`src/adcsc_consts.svh`:
```
// Register indices, field positions, reset values and codes of the sequence controller
// What this block does
// - Single-channel mode repeats the coded channel
// - Multi-channel mode steps code upward, wrapping 7-0
// - Special mode converts internal reference sources
// - Internal sources yield FF, 00, 7F codes at 8 bits; 3FF, 000, 1FF at 10 bits
// - Channel code selects external input by value
// - In multi-channel mode without FIFO, result k holds channel start plus k
// - Single channel sequence: one, four or eight conversions
// - One-conversion length converts the specified channel once
// - Sequence end sets the sequence complete flag
// - Sequence flag clears on start, or on result read with fast clear
// - Status shows three-bit result slot counter
// - Slot counter zeroed per sequence unless FIFO
// - Conversion n sets complete flag n with result unless FIFO
// - Normal clear needs status read, then result access
// - Fast clear: result read clears its flag
// - Status one writes ignored except in test mode; status zero writes always ignored
// - Control four/five write clears all flags
// - Control four/five write aborts and restarts sequence
// - Length is four, one or eight conversions
// - Scan mode restarts identical sequence at once
`ifndef ADCSC_CONSTS_SVH
`define ADCSC_CONSTS_SVH

// Word indices; byte address is four times the index
`define ADCSC_IDX_CTL2 8'h62
`define ADCSC_IDX_CTL3 8'h63
`define ADCSC_IDX_CTL4 8'h64
`define ADCSC_IDX_CTL5 8'h65
`define ADCSC_IDX_STAT0 8'h66
`define ADCSC_IDX_STAT1 8'h67
`define ADCSC_IDX_RES_BASE 5'h0E

// Reset values
`define ADCSC_RST_CTL2 8'h00
`define ADCSC_RST_CTL3 8'h00
`define ADCSC_RST_CTL4 8'h01
`define ADCSC_RST_CTL5 8'h00

// Control field positions
`define ADCSC_BIT_FAST_CLR 0
`define ADCSC_BIT_TEST_MODE 7
`define ADCSC_BIT_FIFO 0
`define ADCSC_BIT_SINGLE 3
`define ADCSC_BIT_RES10 7
`define ADCSC_BIT_EIGHT 6
`define ADCSC_BIT_SCAN 5
`define ADCSC_BIT_MULTI 4
`define ADCSC_BIT_SPECIAL 3
`define ADCSC_BIT_SEQ_DONE 7

// Internal source codes and their expected results
`define ADCSC_SRC_HIGH 3'h4
`define ADCSC_SRC_LOW 3'h5
`define ADCSC_SRC_MID 3'h6
`define ADCSC_VAL_HIGH8 10'h0FF
`define ADCSC_VAL_HIGH10 10'h3FF
`define ADCSC_VAL_LOW 10'h000
`define ADCSC_VAL_MID8 10'h07F
`define ADCSC_VAL_MID10 10'h1FF

// Last conversion index per sequence length
`define ADCSC_LAST_ONE 3'h0
`define ADCSC_LAST_FOUR 3'h3
`define ADCSC_LAST_EIGHT 3'h7

`endif

```
`src/adcsc_pkg.sv`:
```
// Types shared by the sequence controller
`default_nettype none
package adcsc_pkg;
    typedef enum logic [0:0] {
        SEQ_IDLE,
        SEQ_CONV
    } adcsc_state_t;
endpackage
`default_nettype wire

```
`src/adcsc_top.sv`:
```
// Sequence controller of an 8-channel converter with APB registers and status flags
//
// Design decision made here: the APB register port.
`include "adcsc_consts.svh"
`default_nettype none
module adcsc_top (
    input wire logic sys_clk, // 100 MHz system clock
    input wire logic sys_rst, // Asynchronous reset, active high
    input wire logic psel, // APB select
    input wire logic penable, // APB enable
    input wire logic pwrite, // APB direction, high for write
    input wire logic [11:0] paddr, // APB byte address
    input wire logic [31:0] pwdata, // APB write data
    output logic [31:0] prdata, // APB read data
    output logic pready, // APB ready
    output logic pslverr, // APB error on unmapped address
    output logic convStart, // Pulse: converter starts on convChan
    output logic [2:0] convChan, // External input to convert
    output logic convRes10, // Converter resolution, high for 10 bits
    input wire logic convDone, // Pulse: converter result valid
    input wire logic [9:0] convResult // Converter result, right justified
);

    // Bus phase decode
    logic setupPhase;
    logic accessPhase;
    logic [7:0] regIdx;
    logic alignedOk;
    logic isCtl2;
    logic isCtl3;
    logic isCtl4;
    logic isCtl5;
    logic isStat0;
    logic isStat1;
    logic isRes;
    logic mapped;
    logic wrAcc;
    logic rdAcc;
    logic [2:0] resSel;

    assign setupPhase = psel & ~penable;
    assign accessPhase = psel & penable;
    assign regIdx = paddr[9:2];
    assign alignedOk = (paddr[11:10] == 2'h0) && (paddr[1:0] == 2'h0);
    assign isCtl2 = alignedOk && (regIdx == `ADCSC_IDX_CTL2);
    assign isCtl3 = alignedOk && (regIdx == `ADCSC_IDX_CTL3);
    assign isCtl4 = alignedOk && (regIdx == `ADCSC_IDX_CTL4);
    assign isCtl5 = alignedOk && (regIdx == `ADCSC_IDX_CTL5);
    assign isStat0 = alignedOk && (regIdx == `ADCSC_IDX_STAT0);
    assign isStat1 = alignedOk && (regIdx == `ADCSC_IDX_STAT1);
    assign isRes = alignedOk && (regIdx[7:3] == `ADCSC_IDX_RES_BASE);
    assign resSel = regIdx[2:0];
    assign mapped = isCtl2 | isCtl3 | isCtl4 | isCtl5 | isStat0 | isStat1 | isRes;
    // Zero wait states: every access completes in its first access cycle
    assign pready = 1'b1;
    assign pslverr = accessPhase & ~mapped;
    assign wrAcc = accessPhase & pwrite & mapped;
    assign rdAcc = accessPhase & ~pwrite & mapped;

    // Control registers
    logic [7:0] ctl2_q;
    logic [7:0] ctl3_q;
    logic [7:0] ctl4_q;
    logic [7:0] ctl5_q;
    logic fastClr;
    logic testMode;
    logic fifoMode;
    logic singleSel;
    logic eightSel;
    logic scanSel;
    logic multiSel;
    logic specialSel;
    logic [2:0] chanCode;
    logic startSeq;

    assign fastClr = ctl2_q[`ADCSC_BIT_FAST_CLR];
    assign testMode = ctl2_q[`ADCSC_BIT_TEST_MODE];
    assign fifoMode = ctl3_q[`ADCSC_BIT_FIFO];
    assign singleSel = ctl3_q[`ADCSC_BIT_SINGLE];
    assign convRes10 = ctl4_q[`ADCSC_BIT_RES10];
    assign eightSel = ctl5_q[`ADCSC_BIT_EIGHT];
    assign scanSel = ctl5_q[`ADCSC_BIT_SCAN];
    assign multiSel = ctl5_q[`ADCSC_BIT_MULTI];
    assign specialSel = ctl5_q[`ADCSC_BIT_SPECIAL];
    assign chanCode = ctl5_q[2:0];
    // Writing either control four or five restarts everything
    assign startSeq = wrAcc & (isCtl4 | isCtl5);

    // Control register writes take effect at the access edge
    always_ff @(posedge sys_clk or posedge sys_rst) begin
        if (sys_rst) begin
            ctl2_q <= `ADCSC_RST_CTL2;
            ctl3_q <= `ADCSC_RST_CTL3;
            ctl4_q <= `ADCSC_RST_CTL4;
            ctl5_q <= `ADCSC_RST_CTL5;
        end else begin
            if (wrAcc && isCtl2) begin
                ctl2_q <= pwdata[7:0];
            end
            if (wrAcc && isCtl3) begin
                ctl3_q <= pwdata[7:0];
            end
            if (wrAcc && isCtl4) begin
                ctl4_q <= pwdata[7:0];
            end
            if (wrAcc && isCtl5) begin
                ctl5_q <= pwdata[7:0];
            end
        end
    end

    // Sequencer state
    adcsc_pkg::adcsc_state_t state_q;
    logic [2:0] convIdx_q;
    logic [2:0] slot_q;
    logic launch_q;
    logic convStart_q;
    logic [2:0] convChan_q;
    logic [2:0] curCode;
    logic [2:0] lastIdx;
    logic inConv;
    logic doneEv;
    logic seqEnd;
    logic [9:0] specVal;
    logic [9:0] doneData;
    logic [2:0] slotAtStart;

    // Multi mode rotates the code; wraps naturally in three bits
    assign curCode = multiSel ? (chanCode + convIdx_q) : chanCode;
    // Eight wins over single; both clear gives four
    assign lastIdx = eightSel ? `ADCSC_LAST_EIGHT
                   : (singleSel ? `ADCSC_LAST_ONE : `ADCSC_LAST_FOUR);
    assign inConv = (state_q == adcsc_pkg::SEQ_CONV);
    // Internal sources finish in the launch cycle; external ones wait for the converter.
    // A done pulse in the cycle of a fresh start belongs to the aborted conversion.
    assign doneEv = inConv & ~startSeq
                  & (launch_q ? specialSel : (~convStart_q & convDone));
    assign seqEnd = doneEv & (convIdx_q == lastIdx);

    // Internal source results; reserved codes store zero
    assign specVal = (curCode == `ADCSC_SRC_HIGH)
                   ? (convRes10 ? `ADCSC_VAL_HIGH10 : `ADCSC_VAL_HIGH8)
                   : (curCode == `ADCSC_SRC_LOW) ? `ADCSC_VAL_LOW
                   : (curCode == `ADCSC_SRC_MID)
                   ? (convRes10 ? `ADCSC_VAL_MID10 : `ADCSC_VAL_MID8)
                   : 10'h000;
    assign doneData = specialSel ? specVal : convResult;
    // FIFO mode keeps filling from where the last sequence stopped
    assign slotAtStart = fifoMode ? slot_q : 3'h0;

    // Sequence progress: start has priority and aborts any conversion in flight
    always_ff @(posedge sys_clk or posedge sys_rst) begin
        if (sys_rst) begin
            state_q <= adcsc_pkg::SEQ_IDLE;
            convIdx_q <= 3'h0;
            slot_q <= 3'h0;
            launch_q <= 1'b0;
        end else if (startSeq) begin
            state_q <= adcsc_pkg::SEQ_CONV;
            convIdx_q <= 3'h0;
            slot_q <= slotAtStart;
            launch_q <= 1'b1;
        end else begin
            launch_q <= 1'b0;
            case (state_q)
                adcsc_pkg::SEQ_IDLE: begin
                    launch_q <= 1'b0;
                end
                adcsc_pkg::SEQ_CONV: begin
                    if (doneEv) begin
                        slot_q <= slot_q + 3'h1;
                        launch_q <= 1'b1;
                        convIdx_q <= convIdx_q + 3'h1;
                        if (seqEnd) begin
                            convIdx_q <= 3'h0;
                            if (!scanSel) begin
                                state_q <= adcsc_pkg::SEQ_IDLE;
                                launch_q <= 1'b0;
                            end else if (!fifoMode) begin
                                slot_q <= 3'h0;
                            end
                        end
                    end
                end
                default: begin
                    state_q <= adcsc_pkg::SEQ_IDLE;
                end
            endcase
        end
    end

    // Converter request: registered so channel and strobe are stable together
    always_ff @(posedge sys_clk or posedge sys_rst) begin
        if (sys_rst) begin
            convStart_q <= 1'b0;
            convChan_q <= 3'h0;
        end else begin
            convStart_q <= launch_q & inConv & ~specialSel & ~startSeq;
            if (launch_q) begin
                convChan_q <= curCode;
            end
        end
    end
    assign convStart = convStart_q;
    assign convChan = convChan_q;

    // Result storage, one word per slot
    logic [9:0] result_q [8];
    genvar k;
    generate
        for (k = 0; k < 8; k++) begin : g_res
            always_ff @(posedge sys_clk or posedge sys_rst) begin
                if (sys_rst) begin
                    result_q[k] <= 10'h000;
                end else if (doneEv && (slot_q == 3'(k))) begin
                    result_q[k] <= doneData;
                end
            end
        end
    endgenerate

    // Read data is captured in the setup cycle and held through the access
    logic [31:0] prdata_q;
    logic [31:0] readMux;
    logic seqDone_q;
    logic [7:0] doneFlags_q;
    logic [7:0] stat0Val;

    assign stat0Val = {seqDone_q, 4'h0, slot_q};
    assign readMux = isCtl2 ? {24'h0, ctl2_q}
                   : isCtl3 ? {24'h0, ctl3_q}
                   : isCtl4 ? {24'h0, ctl4_q}
                   : isCtl5 ? {24'h0, ctl5_q}
                   : isStat0 ? {24'h0, stat0Val}
                   : isStat1 ? {24'h0, doneFlags_q}
                   : isRes ? {22'h0, result_q[resSel]}
                   : 32'h0;

    always_ff @(posedge sys_clk or posedge sys_rst) begin
        if (sys_rst) begin
            prdata_q <= 32'h0;
        end else if (setupPhase) begin
            prdata_q <= readMux;
        end
    end
    assign prdata = prdata_q;

    // Sequence complete flag: set wins over a fast clear in the same cycle
    logic seqDoneClr;
    assign seqDoneClr = startSeq | (fastClr & rdAcc & isRes);

    always_ff @(posedge sys_clk or posedge sys_rst) begin
        if (sys_rst) begin
            seqDone_q <= 1'b0;
        end else if (seqEnd) begin
            seqDone_q <= 1'b1;
        end else if (seqDoneClr) begin
            seqDone_q <= 1'b0;
        end
    end

    // Per-flag logic. Arming records that the flag was seen set by a status read,
    // so only a flag software has actually observed can be cleared by normal mode.
    logic [7:0] armed_q;
    logic statRd;
    logic statTestWr;

    assign statRd = rdAcc & isStat1;
    // Status one writes only land in test mode; otherwise they are dropped silently
    assign statTestWr = wrAcc & isStat1 & testMode;

    generate
        for (k = 0; k < 8; k++) begin : g_flag
            logic setFlag;
            logic resHit;
            logic clrFlag;
            assign setFlag = doneEv & (slot_q == 3'(k));
            assign resHit = accessPhase & mapped & isRes & (resSel == 3'(k));
            assign clrFlag = startSeq
                           | (resHit & fastClr & ~pwrite)
                           | (resHit & ~fastClr & armed_q[k]);

            always_ff @(posedge sys_clk or posedge sys_rst) begin
                if (sys_rst) begin
                    doneFlags_q[k] <= 1'b0;
                end else if (setFlag) begin
                    doneFlags_q[k] <= 1'b1;
                end else if (statTestWr) begin
                    doneFlags_q[k] <= pwdata[k];
                end else if (clrFlag) begin
                    doneFlags_q[k] <= 1'b0;
                end
            end

            always_ff @(posedge sys_clk or posedge sys_rst) begin
                if (sys_rst) begin
                    armed_q[k] <= 1'b0;
                end else if (clrFlag | setFlag) begin
                    armed_q[k] <= 1'b0;
                end else if (statRd && prdata_q[k]) begin
                    armed_q[k] <= 1'b1;
                end
            end
        end
    endgenerate

endmodule
`default_nettype wire

```
`config.mk`:
```
export PLATFORM = sky130hd
export DESIGN_NAME = adcsc_top
export DESIGN_NICKNAME = d
export VERILOG_FILES = /design/src/adcsc_pkg.sv /design/src/adcsc_top.sv
export VERILOG_INCLUDE_DIRS = /design/src /design/src/src
export SDC_FILE = /design/constraint.sdc
export NUM_CORES = 1
export LEC_CHECK = 0
export BUFFER_PORTS_ARGS = -buffer_cell sky130_fd_sc_hd__buf_4
export CELL_PAD_IN_SITES_DETAIL_PLACEMENT = 0
export CELL_PAD_IN_SITES_GLOBAL_PLACEMENT = 1
export CORE_AREA = 2 2 139 141
export CTS_CLUSTER_SIZE = 16
export DETAILED_ROUTE_END_ITERATION = 8
export DIE_AREA = 0 0 141 143
export GPL_ROUTABILITY_DRIVEN = 0
export PLACE_DENSITY_LB_ADDON = 0.1
export SLEW_MARGIN = 20
export SYNTH_ARGS = -nofsm -noshare
export SYNTH_HDL_FRONTEND = slang
export SYNTH_SLANG_ARGS = --single-unit
```
`constraint.sdc`:
```
create_clock -name sys_clk -period 5.5 [get_ports sys_clk]
set_input_delay 1.1 -clock sys_clk [delete_from_list [all_inputs] [get_ports sys_clk]]
set_output_delay 1.1 -clock sys_clk [all_outputs]
set_load 0.02 [all_outputs]
```
==> impl_metrics.py <==
metrics = {
    "detailed_routing": {
        "drtIter0Drc": 405,
        "viasPerCell": 5.793,
        "vias": 5382,
        "wl_per_cell_um": 23.05,
        "drt_wl_total_um": 21420,
        "drtAntennaViolNets": 0,
        "drc": 0,
        "dr.pass1.iters": 5,
    },
    "clock_tree": {
        "htree_levels": 4,
        "cts_sinks": 151,
        "cts_setup_buffers": 0,
        "hold_buffers": 0,
        "cts_buffers": 17,
        "cts.path.max_buffers": 2,
        "clock_latency_ns": 0.43,
        "path_clk_slew_ns": 0.06,
        "cts_tree": "done",
        "ctsResizeCount": 0,
        "cts-root-buf": "clkbuf_16",
    },
    "die": {
        "num_io_pins": 99,
        "start_util_pct": 41.70,
        "core_area_um2": 18580,
        "fp.dieH_um": 143,
        "row_count": 50,
        "dieWidth_um": 141,
        "die_area_um2": 20160,
    },
    "sta": {
        "fin_crit_sh_pct": 66.33,
        "max_slew_margin_pct": 30.76,
        "rsz0062_at_grt": "no",
        "period_needed_ns": 3.648,
        "hold_viol_final": 0,
        "worst_pin_slew_ns": 1.033,
        "slew_violations": 0,
        "fin_skew_ns": 0.01102,
        "fmax_ghz": 0.2741,
        "finalSetupTns_ns": 0,
        "setup_violations": 0,
    },
    "global_route": {
        "grt_start_max_net_pins": 112,
        "grt_pass1_wl_um": 33450,
        "antenna_found_initial": 0,
        "grt.overflow.total": 0,
        "track_usage_pct": 22.42,
        "grt_pass1_vias": 5491,
    },
    "pwr": {
        "max-vdd-ir-drop_mv": 0.1861,
        "total_power_mw": 2.448,
        "p_per_area_nw_per_um2": 279.8,
        "leakagePower_nw": 4.052,
    },
    "synth": {
        "syn_avg_cell_area_um2": 11.94,
        "yosys_register_bits": 151,
        "seq_area_frac_synth_pct": 48.79,
        "netlist_area_um2": 7747,
        "synth-edff-count": 0,
        "synth_top_flop_cell": "dfrtp_1",
        "yosys_warnings": 0,
        "synth_cells": 649,
        "synth-async-reset-ratio_pct": 100.0,
        "ys_types": 63,
    },
    "critical_path": {
        "ff2ff_path_depth": 5,
        "arrival_ns": 2.55,
        "cp-start-kind": "input pin",
        "required_ns": 4.40,
        "reg2reg_from": "ctl5_q[3]",
        "cp-end-kind": "output port",
        "worstReg2RegEnd": "result_q[12]",
        "worstSetupPathType": "in -> out",
        "r2r_slack_ns": 2.43,
        "cp_max_fo": 16,
    },
    "final_layout": {
        "syn2layout_area_growth_pct": 12.95,
        "drive_gt1_share_pct": 30.94,
        "finalNonFillerCells": 929,
        "fillCellCount": 1745,
        "final_common_cell": "dfrtp_1",
        "nNetsFinal": 751,
        "layout_common_cells": "150 x dfrtp_1, 96 x mux2_2, 53 x nand2_1, 52 x buf_4, 48 x o21ai_0",
        "antennaDiodeCount": 0,
    },
    "hold_path": {
        "hold_start": "result_q[1]",
        "hold_path_end": "result_q[1]",
        "hold_depth": 2,
        "hold_class": "reg -> reg",
    },
    "place": {
        "port_buffers": 51,
        "dp_cells": 897,
        "dp_hpwl_um": 14250,
    },
    "status": {
        "status": "finished, final reports clean",
    },
    "flow_run": {
        "maxCapViolations": 0,
    },
}
[through the flow]
step | cell area, µm² | setup WS, ns | utilization (%) | hold slack [ns]
6_report | 8751 | 1.852 | 47.10 | 0.4841
5_1_grt | 8751 | 1.685 | 47.10 | 0.5070
4_1_cts | 8742 | 1.846 | 47.05 | 0.4869
3_5_place_dp | 8168 | 1.685 | 43.96 | 0.4733
3_3_place_gp | 8168 | 1.713 | 43.96 | 0.4594
2_1_floorplan | 7826 | 0.3369 | - | 0.4446
[layer usage]
| metal | vias to the layer above | part of all wire (%) | GRT usage, % |
|---|---|---|---|
| met3 | 13 | 5.1 | 4.695 |
| met1 | 2808 | 45 | 30.49 |
| met5 | - | 0 | 0 |
| met4 | 0 | 0.98 | 5.421 |
| li1 | 2425 | - | - |
| met2 | 136 | 49 | 37.10 |
[registers in the layout (all words and copies together), names as in the netlist, 8 cells and up]
register     count
ctl2_q           8
ctl5_q           8
ctl3_q           8
ctl4_q           8
doneFlags_q      8
result_q        80
armed_q          8
prdata          10
[critical path: stages]
cell     delay [ns]
buf_4          0.12
nor4b_4        0.50
nand2_2        0.41
nor2_1         0.19
nor2_1         0.06
buf_4          0.16
[logic make-up (layout without fill, tap and decap cells)]
group | after synthesis | after routing | share of synthesized area, %
AO/OA/AOI/OAI | 119 | 119 | 9.399
XOR/XNOR | 3 | 3 | 0.5330
adder cells (fa/ha/maj) | 9 | 9 | 1.550
buffers and inverters | 68 | 93 | 4.909
flip-flops | 151 | 151 | 48.79
multiplexers | 133 | 133 | 22.37
other | 2 | 23 | 0.09694
AND/OR/NAND/NOR | 164 | 164 | 12.35
[area by class of cell]
class                           instances  area [µm²]  share of cell area [%]
Clock buffer                           21       460.4                   5.262
Clock inverter                         11       113.9                   1.301
Inverter                                9       41.29                  0.4718
Multi-Input combinational cell        451        3672                   41.96
Sequential cell                       151        3780                   43.19
Tap cell                              234       292.8                   3.346
Timing Repair Buffer                   52       390.4                   4.461
[worst max path at each step]
stage / end / startpoint / slack, ns / depth (start not counted)
after floorplan: armed_q[0] / sys_rst / 0.34 / 1
final: pslverr / paddr[1] / 1.85 / 6
after global placement: result_q[26] / paddr[3] / 1.71 / 6
after CTS: pslverr / paddr[1] / 1.85 / 6
after detailed placement: result_q[25] / paddr[3] / 1.69 / 6
after global routing: pslverr / paddr[1] / 1.68 / 6
[report_power, final]
part           internal [mW]  switching, mW  leakage [nW]
logic                 0.0560          0.123          1.70
clock network          0.654          0.480         0.271
registers               1.12         0.0124          2.08
[cell usage after synthesis (2+ instances only)]
library cell / instances / area, µm²
mux2i_1: 10 / 100.1
nand2b_1: 7 / 43.79
mux2_2: 96 / 1081
buf_2: 13 / 65.06
inv_1: 8 / 30.03
nand3b_1: 2 / 15.01
buf_4: 29 / 217.7
nor3b_1: 5 / 37.54
a211o_1: 7 / 61.31
and2_1: 3 / 18.77
o21a_1: 8 / 60.06
nor2b_1: 5 / 31.28
a32oi_1: 2 / 17.52
nor4_1: 15 / 93.84
a31oi_1: 2 / 12.51
nand4_1: 2 / 12.51
a311oi_1: 2 / 17.52
o22ai_1: 3 / 18.77
xor2_1: 2 / 17.52
o311ai_0: 4 / 35.03
mux4_2: 22 / 495.5
or4_1: 2 / 15.01
nor4b_1: 6 / 52.55
and4_1: 3 / 26.28
buf_1: 2 / 7.510
clkbuf_1: 15 / 56.30
nor2_1: 22 / 82.58
ha_1: 8 / 100.1
dfrtp_1: 150 / 3754
and3_1: 8 / 50.05
nor4_4: 3 / 63.81
nand3_1: 7 / 35.03
nand2_1: 53 / 198.9
nor3_2: 2 / 20.02
o21ai_0: 48 / 240.2
o211ai_1: 2 / 15.01
or3_1: 4 / 25.02
mux2_1: 5 / 56.30
nor4b_4: 2 / 47.55
a21oi_1: 26 / 130.1
o31ai_1: 3 / 22.52
conb_1: 2 / 7.510
a211oi_1: 3 / 22.52
nor3_1: 7 / 35.03
Power figures use the tool's default switching activity.
